==> src/inc/pnm_regs.svh <==
// Constants of the phase 2 nibble map: byte store slots, nibble numbers and encodings.
// Notes on behaviour
// (RULE1) Nibbles D19 and D20 carry serial byte 4 upper then lower, or the upper halves of user bytes six and fourteen, as the select bit says.
// (RULE2) Page 2 addresses 0000 and 0001 carry channel 0's positive self-test average, upper half first.
// (RULE3) Page 2 addresses 0010 and 0011 carry channel 0's offset after positive self-test, upper half first.
// (RULE4) Page 2 addresses 0100 and 0101 carry channel 0's negative self-test average, upper half first.
// (RULE5) Page 2 addresses 0110 and 0111 carry channel 0's offset after negative self-test, upper half first.
// (RULE6) Page 2 addresses 1000 and 1001 carry channel 1's positive self-test average, upper half first.
// (RULE7) Page 2 addresses 1010 and 1011 carry channel 1's offset after positive self-test, upper half first.
// (RULE8) Page 2 addresses 1100 and 1101 carry channel 1's negative self-test average, upper half first.
// (RULE9) Page 2 address 1110 carries the upper half of channel 1's offset after negative self-test.
// (RULE10) Page 2 address 1111 carries the lower half of that offset and is D48, the final nibble.
// (RULE11) D21 to D28 carry serial bytes 3 down to 0 upper half first, then part byte 1 low, byte 0 high, byte 0 low.
// (RULE12) Page 1 address 1111 carries the upper half of user byte six.
// (RULE13) The sequence ends at D32 normally and runs on to D48 when the extended length option is set.
// (RULE14) Each nibble goes out as an identifier frame then a value frame, the pair repeated k times, once when k is 0.
// (RULE15) Each channel sends its own content; this map is channel 0's.
`ifndef PNM_REGS_SVH
`define PNM_REGS_SVH

`define PNM_SLOT_SN4 5'h00
`define PNM_SLOT_SN3 5'h01
`define PNM_SLOT_PN1 5'h05
`define PNM_SLOT_PN0 5'h06
`define PNM_SLOT_UD6 5'h07
`define PNM_SLOT_UD14 5'h08
`define PNM_SLOT_C0PA 5'h09
`define PNM_SLOT_COUNT 5'h11
`define PNM_SLOT_LAST 5'h10

`define PNM_NIB_FIRST 6'h13
`define PNM_NIB_D20 6'h14
`define PNM_NIB_D21 6'h15
`define PNM_NIB_D29 6'h1d
`define PNM_NIB_D30 6'h1e
`define PNM_NIB_D31 6'h1f
`define PNM_NIB_LAST_NORMAL 6'h20
`define PNM_NIB_PAGE2 6'h21
`define PNM_NIB_LAST_EXT 6'h30

`define PNM_SEL_SERIAL 1'b1

`endif

==> src/inc/pnm_pkg.sv <==
// Types shared by the phase 2 nibble map, its receiver model and its bench.
package pnm_pkg;

	typedef enum logic [1:0] {ST_IDLE, ST_LOAD, ST_RUN} pnm_state_t;

	// Source bytes; the first field is store slot 0.
	typedef struct packed {
		logic [7:0] serial_number_byte4;
		logic [7:0] serial_number_byte3;
		logic [7:0] serial_number_byte2;
		logic [7:0] serial_number_byte1;
		logic [7:0] serial_number_byte0;
		logic [7:0] part_number_byte1;
		logic [7:0] part_number_byte0;
		logic [7:0] user_byte_six;
		logic [7:0] user_byte_fourteen;
		logic [7:0] chan0_selftest_pos_average;
		logic [7:0] chan0_post_pos_selftest_offset;
		logic [7:0] chan0_selftest_neg_average;
		logic [7:0] chan0_post_neg_selftest_offset;
		logic [7:0] chan1_selftest_pos_average;
		logic [7:0] chan1_post_pos_selftest_offset;
		logic [7:0] chan1_selftest_neg_average;
		logic [7:0] chan1_post_neg_selftest_offset;
	} pnm_src_t;

	typedef struct packed {
		logic phase2_nibble19_source_select;
		logic phase2_extended_length;
		logic [3:0] rep_count;
	} pnm_cfg_t;

	typedef struct packed {
		logic valid;
		logic is_id;
		logic [3:0] value;
		logic [5:0] num;
		logic [1:0] page;
		logic [3:0] addr;
	} pnm_tx_t;

	typedef struct packed {
		pnm_state_t st;
		logic [4:0] slot;
		logic [5:0] nib;
		logic [3:0] rep;
		logic is_data;
		pnm_cfg_t cfg;
		pnm_tx_t tx;
		logic busy;
		logic done;
	} pnm_core_t;

endpackage : pnm_pkg

==> src/logic/pnm_byte_store.sv <==
// Small byte store with one write port and a registered read port.
`timescale 1ns/1ps
module pnm_byte_store #(
	parameter int DEPTH = 17,
	parameter int AW = 5
) (
	input wire logic clk_i, // System clock.
	input wire logic we_i, // Write enable.
	input wire logic [AW-1:0] waddr_i, // Write slot.
	input wire logic [7:0] wdata_i, // Write byte.
	input wire logic [AW-1:0] raddr_i, // Read slot.
	output logic [7:0] rdata_o // Registered read byte.
);

	logic [7:0] mem [DEPTH];

	always_ff @(posedge clk_i) begin
		if (we_i) begin
			mem[waddr_i] <= wdata_i;
		end
		rdata_o <= mem[raddr_i];
	end

endmodule : pnm_byte_store

==> src/logic/pnm_init2_map.sv <==
// Channel 0 phase 2 sequencer and content map for nibbles D19 to D48.
`timescale 1ns/1ps
`include "pnm_regs.svh"
module pnm_init2_map
	import pnm_pkg::*;
#(
	parameter int DEPTH = 17
) (
	input wire logic clk_i, // System clock, 25 MHz.
	input wire logic rst_i, // Asynchronous reset, active high.
	input wire logic start_i, // Pulse: snapshot sources and begin at D19.
	input wire logic slot_tick_i, // Pulse: one transmission slot.
	input wire pnm_cfg_t cfg_i, // Select bit, extended length, k.
	input wire pnm_src_t src_i, // Source bytes.
	output pnm_tx_t tx_o, // Transmission for this slot.
	output logic busy_o, // High from start to the end of D32 or D48.
	output logic done_o // Pulse in the same cycle as the last value frame.
);

	// ************************************************************
	// Content map
	// ************************************************************

	// Returns the store slot and, in bit 0, whether the upper half is sent.
	// (RULE15) Channel 0 mapping only.
	function automatic logic [5:0] nib_map(input logic [5:0] n, input logic sel);
		logic [5:0] d;
		logic [4:0] slot;
		logic upper;
		d = 6'h00;
		slot = `PNM_SLOT_SN4;
		upper = 1'b1;
		case (n)
			// (RULE1) D19 and D20 source.
			`PNM_NIB_FIRST: begin
				slot = (sel == `PNM_SEL_SERIAL) ? `PNM_SLOT_SN4 : `PNM_SLOT_UD6;
				upper = 1'b1;
			end
			`PNM_NIB_D20: begin
				slot = (sel == `PNM_SEL_SERIAL) ? `PNM_SLOT_SN4 : `PNM_SLOT_UD14;
				upper = (sel != `PNM_SEL_SERIAL);
			end
			// (RULE11) Part number halves.
			`PNM_NIB_D29: begin
				slot = `PNM_SLOT_PN1;
				upper = 1'b0;
			end
			`PNM_NIB_D30: begin
				slot = `PNM_SLOT_PN0;
				upper = 1'b1;
			end
			`PNM_NIB_D31: begin
				slot = `PNM_SLOT_PN0;
				upper = 1'b0;
			end
			// (RULE12) User byte six upper half.
			`PNM_NIB_LAST_NORMAL: begin
				slot = `PNM_SLOT_UD6;
				upper = 1'b1;
			end
			default: begin
				// (RULE2) (RULE3) (RULE4) (RULE5) Channel 0 self-test pairs.
				// (RULE6) (RULE7) (RULE8) (RULE9) (RULE10) Channel 1 pairs.
				if (n >= `PNM_NIB_PAGE2) begin
					d = n - `PNM_NIB_PAGE2;
					slot = `PNM_SLOT_C0PA + d[5:1];
				end else begin
					// (RULE11) Serial bytes 3 down to 0.
					d = n - `PNM_NIB_D21;
					slot = `PNM_SLOT_SN3 + d[5:1];
				end
				upper = n[0];
			end
		endcase
		return {slot, upper};
	endfunction : nib_map

	// ************************************************************
	// Source snapshot store
	// ************************************************************

	pnm_core_t s;
	pnm_core_t next_s;
	logic [5:0] map_q;
	logic [7:0] rd_byte;
	logic [7:0] wr_byte;
	logic [DEPTH*8-1:0] src_vec;

	assign src_vec = src_i;
	assign map_q = nib_map(s.nib, s.cfg.phase2_nibble19_source_select);
	assign wr_byte = src_vec[(DEPTH-1-int'(s.slot))*8 +: 8];

	pnm_byte_store #(
		.DEPTH(DEPTH),
		.AW(5)
	) pnm_byte_store_i (
		.clk_i(clk_i),
		.we_i(s.st == ST_LOAD),
		.waddr_i(s.slot),
		.wdata_i(wr_byte),
		.raddr_i(map_q[5:1]),
		.rdata_o(rd_byte)
	);

	// ************************************************************
	// Sequencer
	// ************************************************************

	always_comb begin
		next_s = s;
		next_s.tx.valid = 1'b0;
		next_s.done = 1'b0;
		case (s.st)
			ST_IDLE: begin
				if (start_i) begin
					next_s.st = ST_LOAD;
					next_s.slot = 5'h00;
					next_s.cfg = cfg_i;
					next_s.busy = 1'b1;
				end
			end
			ST_LOAD: begin
				if (s.slot == `PNM_SLOT_LAST) begin
					next_s.st = ST_RUN;
					next_s.nib = `PNM_NIB_FIRST;
					next_s.rep = 4'h0;
					next_s.is_data = 1'b0;
				end else begin
					next_s.slot = s.slot + 5'h01;
				end
			end
			ST_RUN: begin
				if (slot_tick_i) begin
					next_s.tx.valid = 1'b1;
					next_s.tx.num = s.nib;
					next_s.tx.page = 2'(s.nib - 6'h01 >> 4);
					next_s.tx.addr = 4'(s.nib - 6'h01);
					// (RULE14) Identifier frame, then value frame.
					if (!s.is_data) begin
						next_s.tx.is_id = 1'b1;
						next_s.tx.value = 4'(s.nib - 6'h01);
						next_s.is_data = 1'b1;
					end else begin
						next_s.tx.is_id = 1'b0;
						next_s.tx.value = map_q[0] ? rd_byte[7:4] : rd_byte[3:0];
						next_s.is_data = 1'b0;
						next_s.rep = s.rep + 4'h1;
						// (RULE14) Pair repeated k times, once when k is 0.
						if (s.rep + 4'h1 >= s.cfg.rep_count) begin
							next_s.rep = 4'h0;
							// (RULE13) Last nibble depends on length.
							if (s.nib == (s.cfg.phase2_extended_length ?
								`PNM_NIB_LAST_EXT : `PNM_NIB_LAST_NORMAL)) begin
								next_s.st = ST_IDLE;
								next_s.busy = 1'b0;
								next_s.done = 1'b1;
							end else begin
								next_s.nib = s.nib + 6'h01;
							end
						end
					end
				end
			end
			default: begin
				next_s.st = ST_IDLE;
				next_s.busy = 1'b0;
			end
		endcase
	end

	always_ff @(posedge clk_i or posedge rst_i) begin
		if (rst_i) begin
			s <= '0;
		end else begin
			s <= next_s;
		end
	end

	assign tx_o = s.tx;
	assign busy_o = s.busy;
	assign done_o = s.done;

	// ************************************************************
	// Checks
	// ************************************************************

	// Sources must not move during a run for the content checks to hold.
	pnm_src_t src_prev;
	logic src_moved;
	always_ff @(posedge clk_i or posedge rst_i) begin
		if (rst_i) begin
			src_prev <= '0;
			src_moved <= 1'b0;
		end else begin
			src_prev <= src_i;
			if (s.st == ST_IDLE) begin
				src_moved <= 1'b0;
			end else if (src_i != src_prev) begin
				src_moved <= 1'b1;
			end
		end
	end

	logic vd;
	assign vd = tx_o.valid && !tx_o.is_id && !src_moved;
endmodule : pnm_init2_map

==> config.mk <==
export PLATFORM = sky130hd
export DESIGN_NAME = pnm_init2_map
export DESIGN_NICKNAME = d
export VERILOG_FILES = /design/src/inc/pnm_pkg.sv /design/src/logic/pnm_byte_store.sv /design/src/logic/pnm_init2_map.sv
export VERILOG_INCLUDE_DIRS = /design/src /design/src/inc
export SDC_FILE = /design/constraint.sdc
export NUM_CORES = 1
export LEC_CHECK = 0
export ABC_AREA = 0
export BUFFER_PORTS_ARGS = -buffer_cell sky130_fd_sc_hd__buf_4
export CORE_ASPECT_RATIO = 1.4
export CORE_MARGIN = 5
export CORE_UTILIZATION = 25
export DETAILED_ROUTE_END_ITERATION = 10
export GPL_TIMING_DRIVEN = 1
export PLACE_DENSITY = 0.45
export SLEW_MARGIN = 20
export SYNTH_ARGS = -nofsm -noshare
export SYNTH_HDL_FRONTEND = slang
export SYNTH_SLANG_ARGS = --single-unit
export TNS_END_PERCENT = 1
==> constraint.sdc <==
create_clock -name clk_i -period 8.6 [get_ports clk_i]
set_clock_uncertainty 0.2 [all_clocks]
set_input_delay 0.86 -clock clk_i [delete_from_list [all_inputs] [get_ports clk_i]]
set_output_delay 0.86 -clock clk_i [all_outputs]
set_load 0.005 [all_outputs]
==> flow_summary_export.csv, run 1 <==
group,metric,value,unit
routing,vias,6131,
floorplan,core_area,37300,um^2
place,gp_congestion,0.764,
critical_path,cp.depth,14,
routing,finalWirelength,26400,um
routing,via_per_inst,4.75,
global_route,grt_pass1_vias,6614,
critical_path,critical_path_class,"reg2reg",
critical_path,r2r-end,"pnm_byte_store_i.rdata_o[7]",
synth,synthTopCellsByCount,"edfxtp_1, nand2_1, mux4_2",
layout,fill_cells,3736,
routing,routedWlPerCell,20.5,um
clock_network,postCtsSetupBuffers,0,
clock_network,path_clk_slew,70,ps
synth,synth-async-reset-ratio,23.4,%
clock_network,clk_latency,450,ps
critical_path,cp-startpoint,"s[31]",
layout,multiInputGateArea,3690,um^2
floorplan,initial_core_util,25.1,%
clock_network,cts_resized,0,
global_route,gr-total-overflow,0,
critical_path,cp_slowest_stage_delay,560,ps
status,status,"finished clean",
clock_network,cts_root_buf,"clkbuf_16",
layout,final_util,31.2,%
critical_path,worstReg2RegStart,"s[31]",
critical_path,required,8670,ps
synth,synth_fp_nets,828,
sta,worst_slew_margin_rel,25.3,%
critical_path,cpLargestDelayFamily,"multiplexers",
floorplan,die_w,174,um
power,power_frac_comb,46.6,%
place,io_buffer_count,165,
layout,register_area,5350,um^2
floorplan,die_y,239,um
critical_path,cp_data_arrival_time,4670,ps
sta,fmax,0.218,GHz
clock_network,cts_tree,"done",
synth,yosysWarnings,0,
sta,period_share,53.4,%
layout,syn2layout_area_growth,24.2,%
clock_network,cts_buffers,17,
synth,yosysTopAreaCell,"edfxtp_1",
sta,setup_violations,0,
critical_path,crit_buf_inv,4,
critical_path,ff2ff_setup_slack,4010,ps
power,power.density,414,nW/um^2
power,power_frac_clock,17.5,%
floorplan,dieArea,41500,um^2
sta,final_hold_viol_count,0,
critical_path,critPathMaxFanout,32,
critical_path,reg2regPathDepth,14,
synth,synth_cells,666,
synth,synth_enable_flop_cells,136,
clock_network,clock_sinks,188,
power,sequentialPowerShare,35.9,%
clock_network,ctsHoldBuffers,0,
routing,final_antenna_net_count,0,
synth,synth_area_leaders,"edfxtp_1, mux4_2, dfrtp_1, mux4_1, nand2_1",
place,hpwl,19400,um
synth,synth-main-ff-cell,"edfxtp_1",
sta,fin_crit,4590,ps
layout,num_antenna_cells,0,
sta,maxSlewViolCount,0,
routing,drtIter0Drc,377,
routing,drtPass1Iterations,5,
synth,ys_seq_area_share,57.0,%
power,p_leak,4.40,nW
global_route,grt.total_usage,12.8,%
synth,synth_area,9370,um^2
floorplan,io_pins,166,
hold_path,hold_class,"reg2reg",
critical_path,cp_cell_sequence,"inv_1 > ha_1 > xnor2_1 > inv_1 > ha_1 > inv_1 > nand3_1 > mux4_1 > a21bo_1 > a311oi_4 > buf_4 > mux4_2 > a22oi_1 > a41oi_1",
power,netSwitchingPower,0.00187,W
power,internal-power,0.00295,W
clock_network,htree_levels,4,
floorplan,rows,84,
synth,synth-seq-cells,188,
power,p_sw_share,38.8,%
critical_path,crit_top_cell,"inv_1",
critical_path,cp-end-kind,"register",
sta,rsz0062_at_grt,"false",
synth,synth_most_common_cell,"edfxtp_1",
power,irDropWorstVdd,0.000238,V
synth,yosysTopAreaCellShare,43.6,%
global_route,antenna_found_initial,0,
layout,nets,967,
sta,setup-tns-final,0,ps
synth,synth.avg_cell_area,14.1,um^2
global_route,grt_max_degree,45,
critical_path,endpoint,"pnm_byte_store_i.rdata_o[7]",
critical_path,cp_slowest_cell,"mux4_1",
flow_run,maxCapViolations,0,
sta,worstMarginPinSlew,1110,ps
global_route,grt_pass1_wl,40000,um
routing,drc,0,
synth,synth.distinct_cells,58,
layout,final_layout_size_suffix_gt1_share,35.0,%
critical_path,startpoint_type,"register",
clock_network,cts_buffer_depth,2,
## worst reg2reg max path: cells and delay by family, from the launching register on
family / cells / cell delay, ps
simple gates: 1 / 100
mux: 2 / 960
flops: 1 / 480
fa+ha+maj: 2 / 700
compound gates: 4 / 860
xor+xnor: 1 / 220
buf+inv: 4 / 900
## area by class of cell
class / instances / area share, %
Clock buffer: 18 / 3.69
Clock inverter: 14 / 1.72
Inverter: 18 / 0.591
Multi-Input combinational cell: 405 / 31.7
Sequential cell: 188 / 45.9
Tap cell: 473 / 5.08
Timing Repair Buffer: 175 / 11.3
## state kept, by name (all words and copies together), names as in the netlist
register,cells
busy_o,1
done_o,1
pnm_byte_store_i.mem,136
pnm_byte_store_i.rdata_o,8
s,24
tx_o,18
## cells in the final DEF (no fill, tap or decap), drive strengths merged, types with 8 or more instances in the layout
cell type,count
buf,175
edfxtp,136
nand2,69
mux4,65
nor2,45
dfrtp,44
o21ai,29
nand3,28
inv,23
clkbuf,18
ha,16
a21oi,16
mux2,10
nand3b,10
xnor2,9
a22oi,9
nor3,9
nand2b,8
xor2,8
a32o,8
a41oi,8
dfxtp,8
## cell families (layout without fill, tap and decap cells)
group | count (synthesis) | count (layout) | synth area share (%)
xor+xnor | 17 | 17 | 1.59
buf+inv | 73 | 225 | 4.06
fa+ha+maj | 16 | 16 | 2.14
mux | 82 | 82 | 18.1
flops | 188 | 188 | 57.0
simple gates | 190 | 190 | 9.49
compound gates | 100 | 100 | 7.58
## power groups by stage
stage	sequential, W	clock [W]	combinational [W]
after floorplan	0.00164	0	0.00168
after global placement	0.00175	0	0.00228
after detailed placement	0.00176	0	0.00230
after CTS	0.00174	0.000866	0.00231
after global routing	0.00176	0.000898	0.00249
final	0.00173	0.000844	0.00224
## worst min path at each step
stage              from       end  slack (ps)  depth (start not counted)
2_1_floorplan  tx_o[14]  tx_o[14]         250                          1
3_3_place_gp    tx_o[8]   tx_o[8]         260                          2
3_5_place_dp    tx_o[9]   tx_o[9]         270                          2
4_1_cts         tx_o[9]   tx_o[9]         290                          2
5_1_grt         tx_o[6]   tx_o[6]         310                          2
6_report        tx_o[9]   tx_o[9]         280                          2
## routing by layer
metal	up-vias	global-route usage [%]	wire length (um)
met1	3109	14.0	10400
met3	25	2.47	935
met2	148	24.6	14600
met4	0	4.54	495
li1	2849	-	-
met5	-	0	0
## through the flow
stage / std cells / setup slack [ps] / hold slack (ps) / instance area (um^2) / power, W
6_report: 1291 / 4010 / 280 / 11600 / 0.00482
5_1_grt: 1291 / 3720 / 306 / 11600 / 0.00515
4_1_cts: 1291 / 3990 / 288 / 11600 / 0.00491
3_5_place_dp: 1259 / 4020 / 272 / 11000 / 0.00406
3_3_place_gp: 1259 / 4100 / 265 / 11000 / 0.00404
2_1_floorplan: 666 / 4660 / 251 / 9370 / 0.00332
Power figures use the tool's default switching activity.
==> run 2, diff against run 1 <==
--- a/config.mk
+++ b/config.mk
@@ -6,14 +6,14 @@
 export SDC_FILE = /design/constraint.sdc
 export NUM_CORES = 1
 export LEC_CHECK = 0
-export ABC_AREA = 0
+export ABC_AREA = 1
 export BUFFER_PORTS_ARGS = -buffer_cell sky130_fd_sc_hd__buf_4
 export CORE_ASPECT_RATIO = 1.4
 export CORE_MARGIN = 5
 export CORE_UTILIZATION = 25
 export DETAILED_ROUTE_END_ITERATION = 10
 export GPL_TIMING_DRIVEN = 1
-export PLACE_DENSITY = 0.45
+export PLACE_DENSITY = 0.46
 export SLEW_MARGIN = 20
 export SYNTH_ARGS = -nofsm -noshare
 export SYNTH_HDL_FRONTEND = slang
==> constraint.sdc (replaced) <==
create_clock -name clk_i -period 3.7 [get_ports clk_i]
set_clock_uncertainty 0.2 [all_clocks]
set_input_delay 0.37 -clock clk_i [delete_from_list [all_inputs] [get_ports clk_i]]
set_output_delay 0.37 -clock clk_i [all_outputs]
set_load 0.005 [all_outputs]
==> flow_summary_export.csv, run 2 <==
group,metric,value,unit
status,status,"finished clean",
sta,maxSlewViolCount,0,
synth,synth_area_leaders,"edfxtp_1, dfrtp_1, nand3_1, nand2_1, inv_1",
layout,final_layout_size_suffix_gt1_share,19.0,%
critical_path,cp-startpoint,"s[31]",
power,p_leak,5.64,nW
routing,drc,0,
critical_path,ff2ff_setup_slack,300,ps
clock_network,clk_latency,450,ps
layout,fill_cells,4380,
clock_network,clock_sinks,188,
hold_path,hp-start,"start_i",
global_route,grt_pass1_vias,8803,
synth,yosysTopAreaCellShare,39.5,%
critical_path,critPathMaxFanout,17,
clock_network,cts_buffers,17,
critical_path,startpoint_type,"register",
synth,synth_fp_nets,1359,
hold_path,hold_class,"in2reg",
global_route,grt_max_degree,68,
sta,setup_violations,0,
synth,synth_area,10300,um^2
synth,synth_cells,1197,
sta,final_hold_viol_count,0,
clock_network,path_clk_slew,70,ps
power,irDropWorstVdd,0.000524,V
layout,layout_commonest_cell,"nand3_1",
clock_network,cts_tree,"done",
critical_path,worstReg2RegStart,"s[31]",
floorplan,io_pins,166,
critical_path,cp-end-kind,"register",
synth,synth-seq-cells,188,
routing,routedWlPerCell,17.7,um
sta,period_share,91.8,%
clock_network,cts_root_buf,"clkbuf_16",
place,gp_congestion,0.834,
routing,drtIter0Drc,469,
synth,synth_most_common_cell,"nand3_1",
place,dp_worst_setup_slack,201,ps
floorplan,die_w,182,um
routing,via_per_inst,4.57,
sta,setup-tns-final,0,ps
routing,final_antenna_net_count,0,
synth,synth.avg_cell_area,8.64,um^2
synth,ys_seq_area_share,51.7,%
sta,setup_ws,305,ps
synth,synth-async-reset-ratio,23.4,%
layout,nets,1511,
global_route,grt.total_usage,14.6,%
synth,yosysTopAreaCell,"edfxtp_1",
flow_run,maxCapViolations,0,
layout,largest-register,"pnm_byte_store_i.mem",
floorplan,initial_core_util,25.2,%
sta,fmax,0.295,GHz
sta,fin_crit,3400,ps
synth,synth_enable_flop_cells,136,
sta,hold_slack,102,ps
global_route,gr-total-overflow,0,
floorplan,rows,88,
clock_network,cts_buffer_depth,2,
synth,synthTopCellsByCount,"nand3_1, nand2_1, inv_1",
synth,synth-main-ff-cell,"edfxtp_1",
global_route,antenna_found_initial,0,
sta,rsz0062_at_grt,"false",
power,power.density,779,nW/um^2
layout,num_antenna_cells,0,
floorplan,dieArea,45600,um^2
floorplan,core_area,41100,um^2
place,hpwl,23700,um
routing,drtPass1Iterations,5,
sta,worstMarginPinSlew,944,ps
routing,finalWirelength,33600,um
layout,mostFrequentLayoutCells,"nand3_1, buf_4, nand2_1, inv_1, edfxtp_1",
sta,worst_slew_margin_rel,36.9,%
critical_path,cp_data_arrival_time,3540,ps
floorplan,die_y,251,um
layout,syn2layout_area_growth,23.1,%
synth,synth.distinct_cells,37,
synth,yosysWarnings,0,
routing,vias,8680,
place,io_buffer_count,165,
global_route,grt_pass1_wl,51700,um
clock_network,htree_levels,4,
critical_path,critical_path_class,"reg2reg",
critical_path,required,3840,ps
layout,largest_reg_flops,136,
[run 2: repair_timing]
action,CTS,global route
hold buffers,7,0
setup endpoints to repair,0,8
endpoints found under the hold margin,50,0
buffers inserted,0,3
gates resized for setup,0,1
[run 2: layout make-up]
class	count	area (um^2)	area share, %
Clock buffer	17	425	3.34
Timing Repair Buffer	207	1590	12.5
Multi-Input combinational cell	765	3920	30.7
Clock inverter	14	146	1.15
Tap cell	540	676	5.30
Inverter	170	639	5.02
Sequential cell	188	5350	42.0
[run 2: path summary, 6_finish.rpt]
| check | cells past startpoint | end |
|---|---|---|
| max in group asynchronous | 3 | s[37] |
| worst min-delay path | 3 | busy_o |
| min in group asynchronous | 3 | s[29] |
| worst max-delay path | 17 | pnm_byte_store_i.rdata_o[7] |
| worst min register to register | 2 | pnm_byte_store_i.rdata_o[4] |
| worst max register to register | 17 | pnm_byte_store_i.rdata_o[7] |
[run 2: power by group]
group | internal, W | switching, W
Clock | 0.000900 | 0.000905
Combinational | 0.00188 | 0.00367
Sequential | 0.00242 | 0.000154
Total | 0.00519 | 0.00473
[run 2: per-stage QoR]
stage	util, %	total power, W	instance area, um^2	cells
2_1_floorplan	-	0.00650	10300	1197
3_3_place_gp	29.4	0.00801	12100	1860
3_5_place_dp	29.4	0.00804	12100	1860
4_1_cts	30.9	0.00987	12700	1898
5_1_grt	31.0	0.0107	12700	1901
6_report	31.0	0.00992	12700	1901
[run 2: worst max-delay path, cell delays in order (launching register included)]
cell,delay [ps]
dfrtp_1,440
clkinv_1,120
ha_1,290
inv_1,80
nor2_1,60
nor2_1,300
inv_1,140
ha_1,240
nand2_1,90
nand3_1,70
nand3_1,130
nand2_4,190
inv_2,380
nand3_1,230
nand3_1,130
nand2_1,60
nand2_1,70
nand2_1,40
[run 2: cells by family (layout without fill, tap and decap cells)]
logic type | after synthesis | after routing | share of synthesized area (%)
xor+xnor | 9 | 9 | 0.762
mux | 1 | 1 | 0.0968
buf+inv | 244 | 408 | 10.6
flops | 188 | 188 | 51.7
simple gates | 581 | 581 | 25.7
fa+ha+maj | 16 | 16 | 1.94
compound gates | 158 | 158 | 9.24
[run 2: metal layers]
metal	GRT usage, %	vias up	part of all wire, %
met2	27.4	178	54
li1	-	4325	-
met5	0	-	0
met4	4.76	0	2.7
met3	2.47	44	3.2
met1	16.6	4133	40
==> run 3, diff against run 2 <==
--- a/config.mk
+++ b/config.mk
@@ -17,5 +17,6 @@
 export SLEW_MARGIN = 20
 export SYNTH_ARGS = -nofsm -noshare
 export SYNTH_HDL_FRONTEND = slang
+export SYNTH_HIERARCHICAL = 1
 export SYNTH_SLANG_ARGS = --single-unit
 export TNS_END_PERCENT = 1
==> flow_summary_export.csv, run 3 <==
group,metric,value,unit
status,status,"finished clean",
floorplan,core_area,40200,um^2
layout,layout_commonest_cell,"nand2_1",
sta,setup-tns-final,0,ps
place,io_buffer_count,165,
synth,ys_seq_area_share,52.9,%
clock_network,clk_latency,450,ps
layout,mostFrequentLayoutCells,"nand2_1, nand3_1, buf_4, nor2_1, edfxtp_1",
sta,worstMarginPinSlew,924,ps
critical_path,crit_top_cell,"nand2_1",
synth,synth_cells,1210,
sta,setup_violations,0,
global_route,grt_pass1_wl,50300,um
routing,routedWlPerCell,17.1,um
global_route,grt_pass1_vias,8726,
floorplan,dieArea,44600,um^2
synth,yosysTopAreaCellShare,40.4,%
critical_path,cp_cell_sequence,"inv_1 > ha_1 > inv_1 > nand2_1 > nand2_1 > inv_1 > ha_1 > o21ai_0 > o21ai_2 > inv_2 > nand3_1 > nand3_1 > nand2_1 > nand2_1 > nand2_1 > nand2_1 > nand2_1",
critical_path,critPathMaxFanout,32,
critical_path,required,3850,ps
power,irDropWorstVdd,0.000396,V
routing,drtPass1Iterations,5,
layout,num_antenna_cells,0,
clock_network,cts_resized,0,
routing,drtIter0Drc,463,
routing,vias,8641,
critical_path,startpoint_type,"register",
global_route,antenna_found_initial,0,
sta,final_hold_viol_count,0,
synth,synth_area,10100,um^2
synth,synth_area_leaders,"edfxtp_1, nand2_1, dfrtp_1, nand3_1, nor2_1",
critical_path,r2r-end,"pnm_byte_store_i/rdata_o[7]",
layout,syn2layout_area_growth,22.4,%
synth,yosysTopAreaCell,"edfxtp_1",
layout,nets,1510,
layout,largest_reg_flops,136,
place,gp_congestion,0.853,
critical_path,critical_path_class,"reg2reg",
power,power.density,701,nW/um^2
critical_path,endpoint,"pnm_byte_store_i/rdata_o[7]",
critical_path,crit_buf_inv,4,
routing,drc,0,
synth,synth-async-reset-ratio,23.4,%
critical_path,cp.depth,17,
clock_network,cts_root_buf,"clkbuf_16",
critical_path,cp_data_arrival_time,3560,ps
synth,synth.avg_cell_area,8.35,um^2
floorplan,die_y,248,um
floorplan,io_pins,166,
layout,final_layout_size_suffix_gt1_share,17.9,%
sta,maxSlewViolCount,0,
synth,synth_fp_nets,1371,
global_route,gr-total-overflow,0,
critical_path,worstReg2RegStart,"s[31]",
sta,rsz0062_at_grt,"false",
routing,via_per_inst,4.56,
critical_path,cp-end-kind,"register",
flow_run,maxCapViolations,0,
clock_network,clock_sinks,188,
clock_network,cts_buffers,17,
critical_path,cp_slowest_stage_delay,510,ps
routing,final_antenna_net_count,0,
sta,worst_slew_margin_rel,38.2,%
routing,finalWirelength,32500,um
layout,final_util,30.8,%
clock_network,cts_buffer_depth,2,
layout,largest-register,"pnm_byte_store_i/mem",
critical_path,cpLargestDelayFamily,"simple AND/OR/NAND/NOR gates",
synth,synthTopCellsByCount,"nand2_1, nand3_1, nor2_1",
synth,synth.distinct_cells,40,
floorplan,initial_core_util,25.2,%
place,hpwl,23800,um
clock_network,htree_levels,4,
synth,synth_enable_flop_cells,136,
global_route,grt.total_usage,14.5,%
power,p_leak,5.36,nW
critical_path,ff2ff_setup_slack,290,ps
global_route,grt_max_degree,73,
hold_path,hold_class,"in2reg",
clock_network,cts_tree,"done",
sta,period_share,92.1,%
clock_network,path_clk_slew,70,ps
sta,hold_slack,55.1,ps
critical_path,reg2regPathDepth,17,
synth,synth_most_common_cell,"nand2_1",
critical_path,cp_slowest_cell,"inv_2",
critical_path,cp-startpoint,"s[31]",
synth,synth-seq-cells,188,
synth,synth-main-ff-cell,"edfxtp_1",
sta,fin_crit,3410,ps
sta,fmax,0.294,GHz
synth,yosysWarnings,6,
floorplan,die_w,180,um
floorplan,rows,87,
## run 3: cell types whose count changed after synthesis, sizes merged, moves of 3 or more
cell and delta:
buf +16, clkbuf -16, inv -98, nand2 +160, nand3 -15, nand3b -26
nand4 +3, nor2 +56, o21ai -22, o221ai -35
## run 3: worst min path at each step
stage	start	to	cells past startpoint	slack, ps
after global placement	pnm_byte_store_i/mem[16][7]	pnm_byte_store_i/rdata_o[7]	2	250
after CTS	slot_tick_i	tx_o[17]	3	30
final	slot_tick_i	tx_o[17]	3	60
after floorplan	pnm_byte_store_i/mem[16][6]	pnm_byte_store_i/rdata_o[6]	2	210
after detailed placement	pnm_byte_store_i/mem[16][3]	pnm_byte_store_i/rdata_o[3]	2	230
after global routing	slot_tick_i	tx_o[17]	3	60
## run 3: report_power, final
group | total, W | leakage, nW | internal, W | switching [W]
Clock | 0.00191 | 0.294 | 0.00102 | 0.000881
Sequential | 0.00254 | 1.87 | 0.00242 | 0.000113
Combinational | 0.00422 | 3.20 | 0.00136 | 0.00286
## run 3: cells by family (layout without fill, tap and decap cells)
kind of cell / Yosys count / count (layout) / synth area share (%)
adders and majority gates: 15 / 15 / 1.86
AOI/OAI and AO/OA: 99 / 99 / 5.07
DFF: 188 / 188 / 52.9
buffers and inverters: 144 / 296 / 7.94
and+or+nand+nor: 757 / 757 / 31.6
xor gates and xnor gates: 7 / 7 / 0.681
## run 3: what timing repair did
item / CTS / global route
setup endpoints to repair: 0 / 0
hold buffers: 7 / 0
buffers inserted: 0 / 0
endpoints found under the hold margin: 50 / 0
## run 3: worst min-delay path, cell delays in order
cell and delay [ps]:
buf_4 120, inv_1 80, nor2_4 80
## run 3: routing by layer
layer / part of all wire, % / global-route usage, % / vias up
met4: 3.0 / 6.12 / 0
met3: 4.4 / 2.20 / 49
li1: - / - / 4265
met5: 0 / 0 / -
met1: 39 / 16.1 / 4069
met2: 53 / 27.4 / 258
## run 3: layout make-up
class | count | area, um^2
Clock inverter | 14 | 175
Multi-Input combinational cell | 878 | 3980
Inverter | 70 | 272
Tap cell | 534 | 668
Fill cell | 4365 | 27800
Clock buffer | 18 | 429
Sequential cell | 188 | 5350
Timing Repair Buffer | 194 | 1500
## run 3: through the flow
stage	worst slack [ps]	total power (W)	std cells	area (um^2)
after floorplan	1080	0.00571	1210	10100
after global placement	289	0.00688	1857	11700
after detailed placement	287	0.00687	1857	11700
after CTS	252	0.00880	1896	12400
after global routing	23.0	0.00937	1896	12400
final	294	0.00867	1896	12400
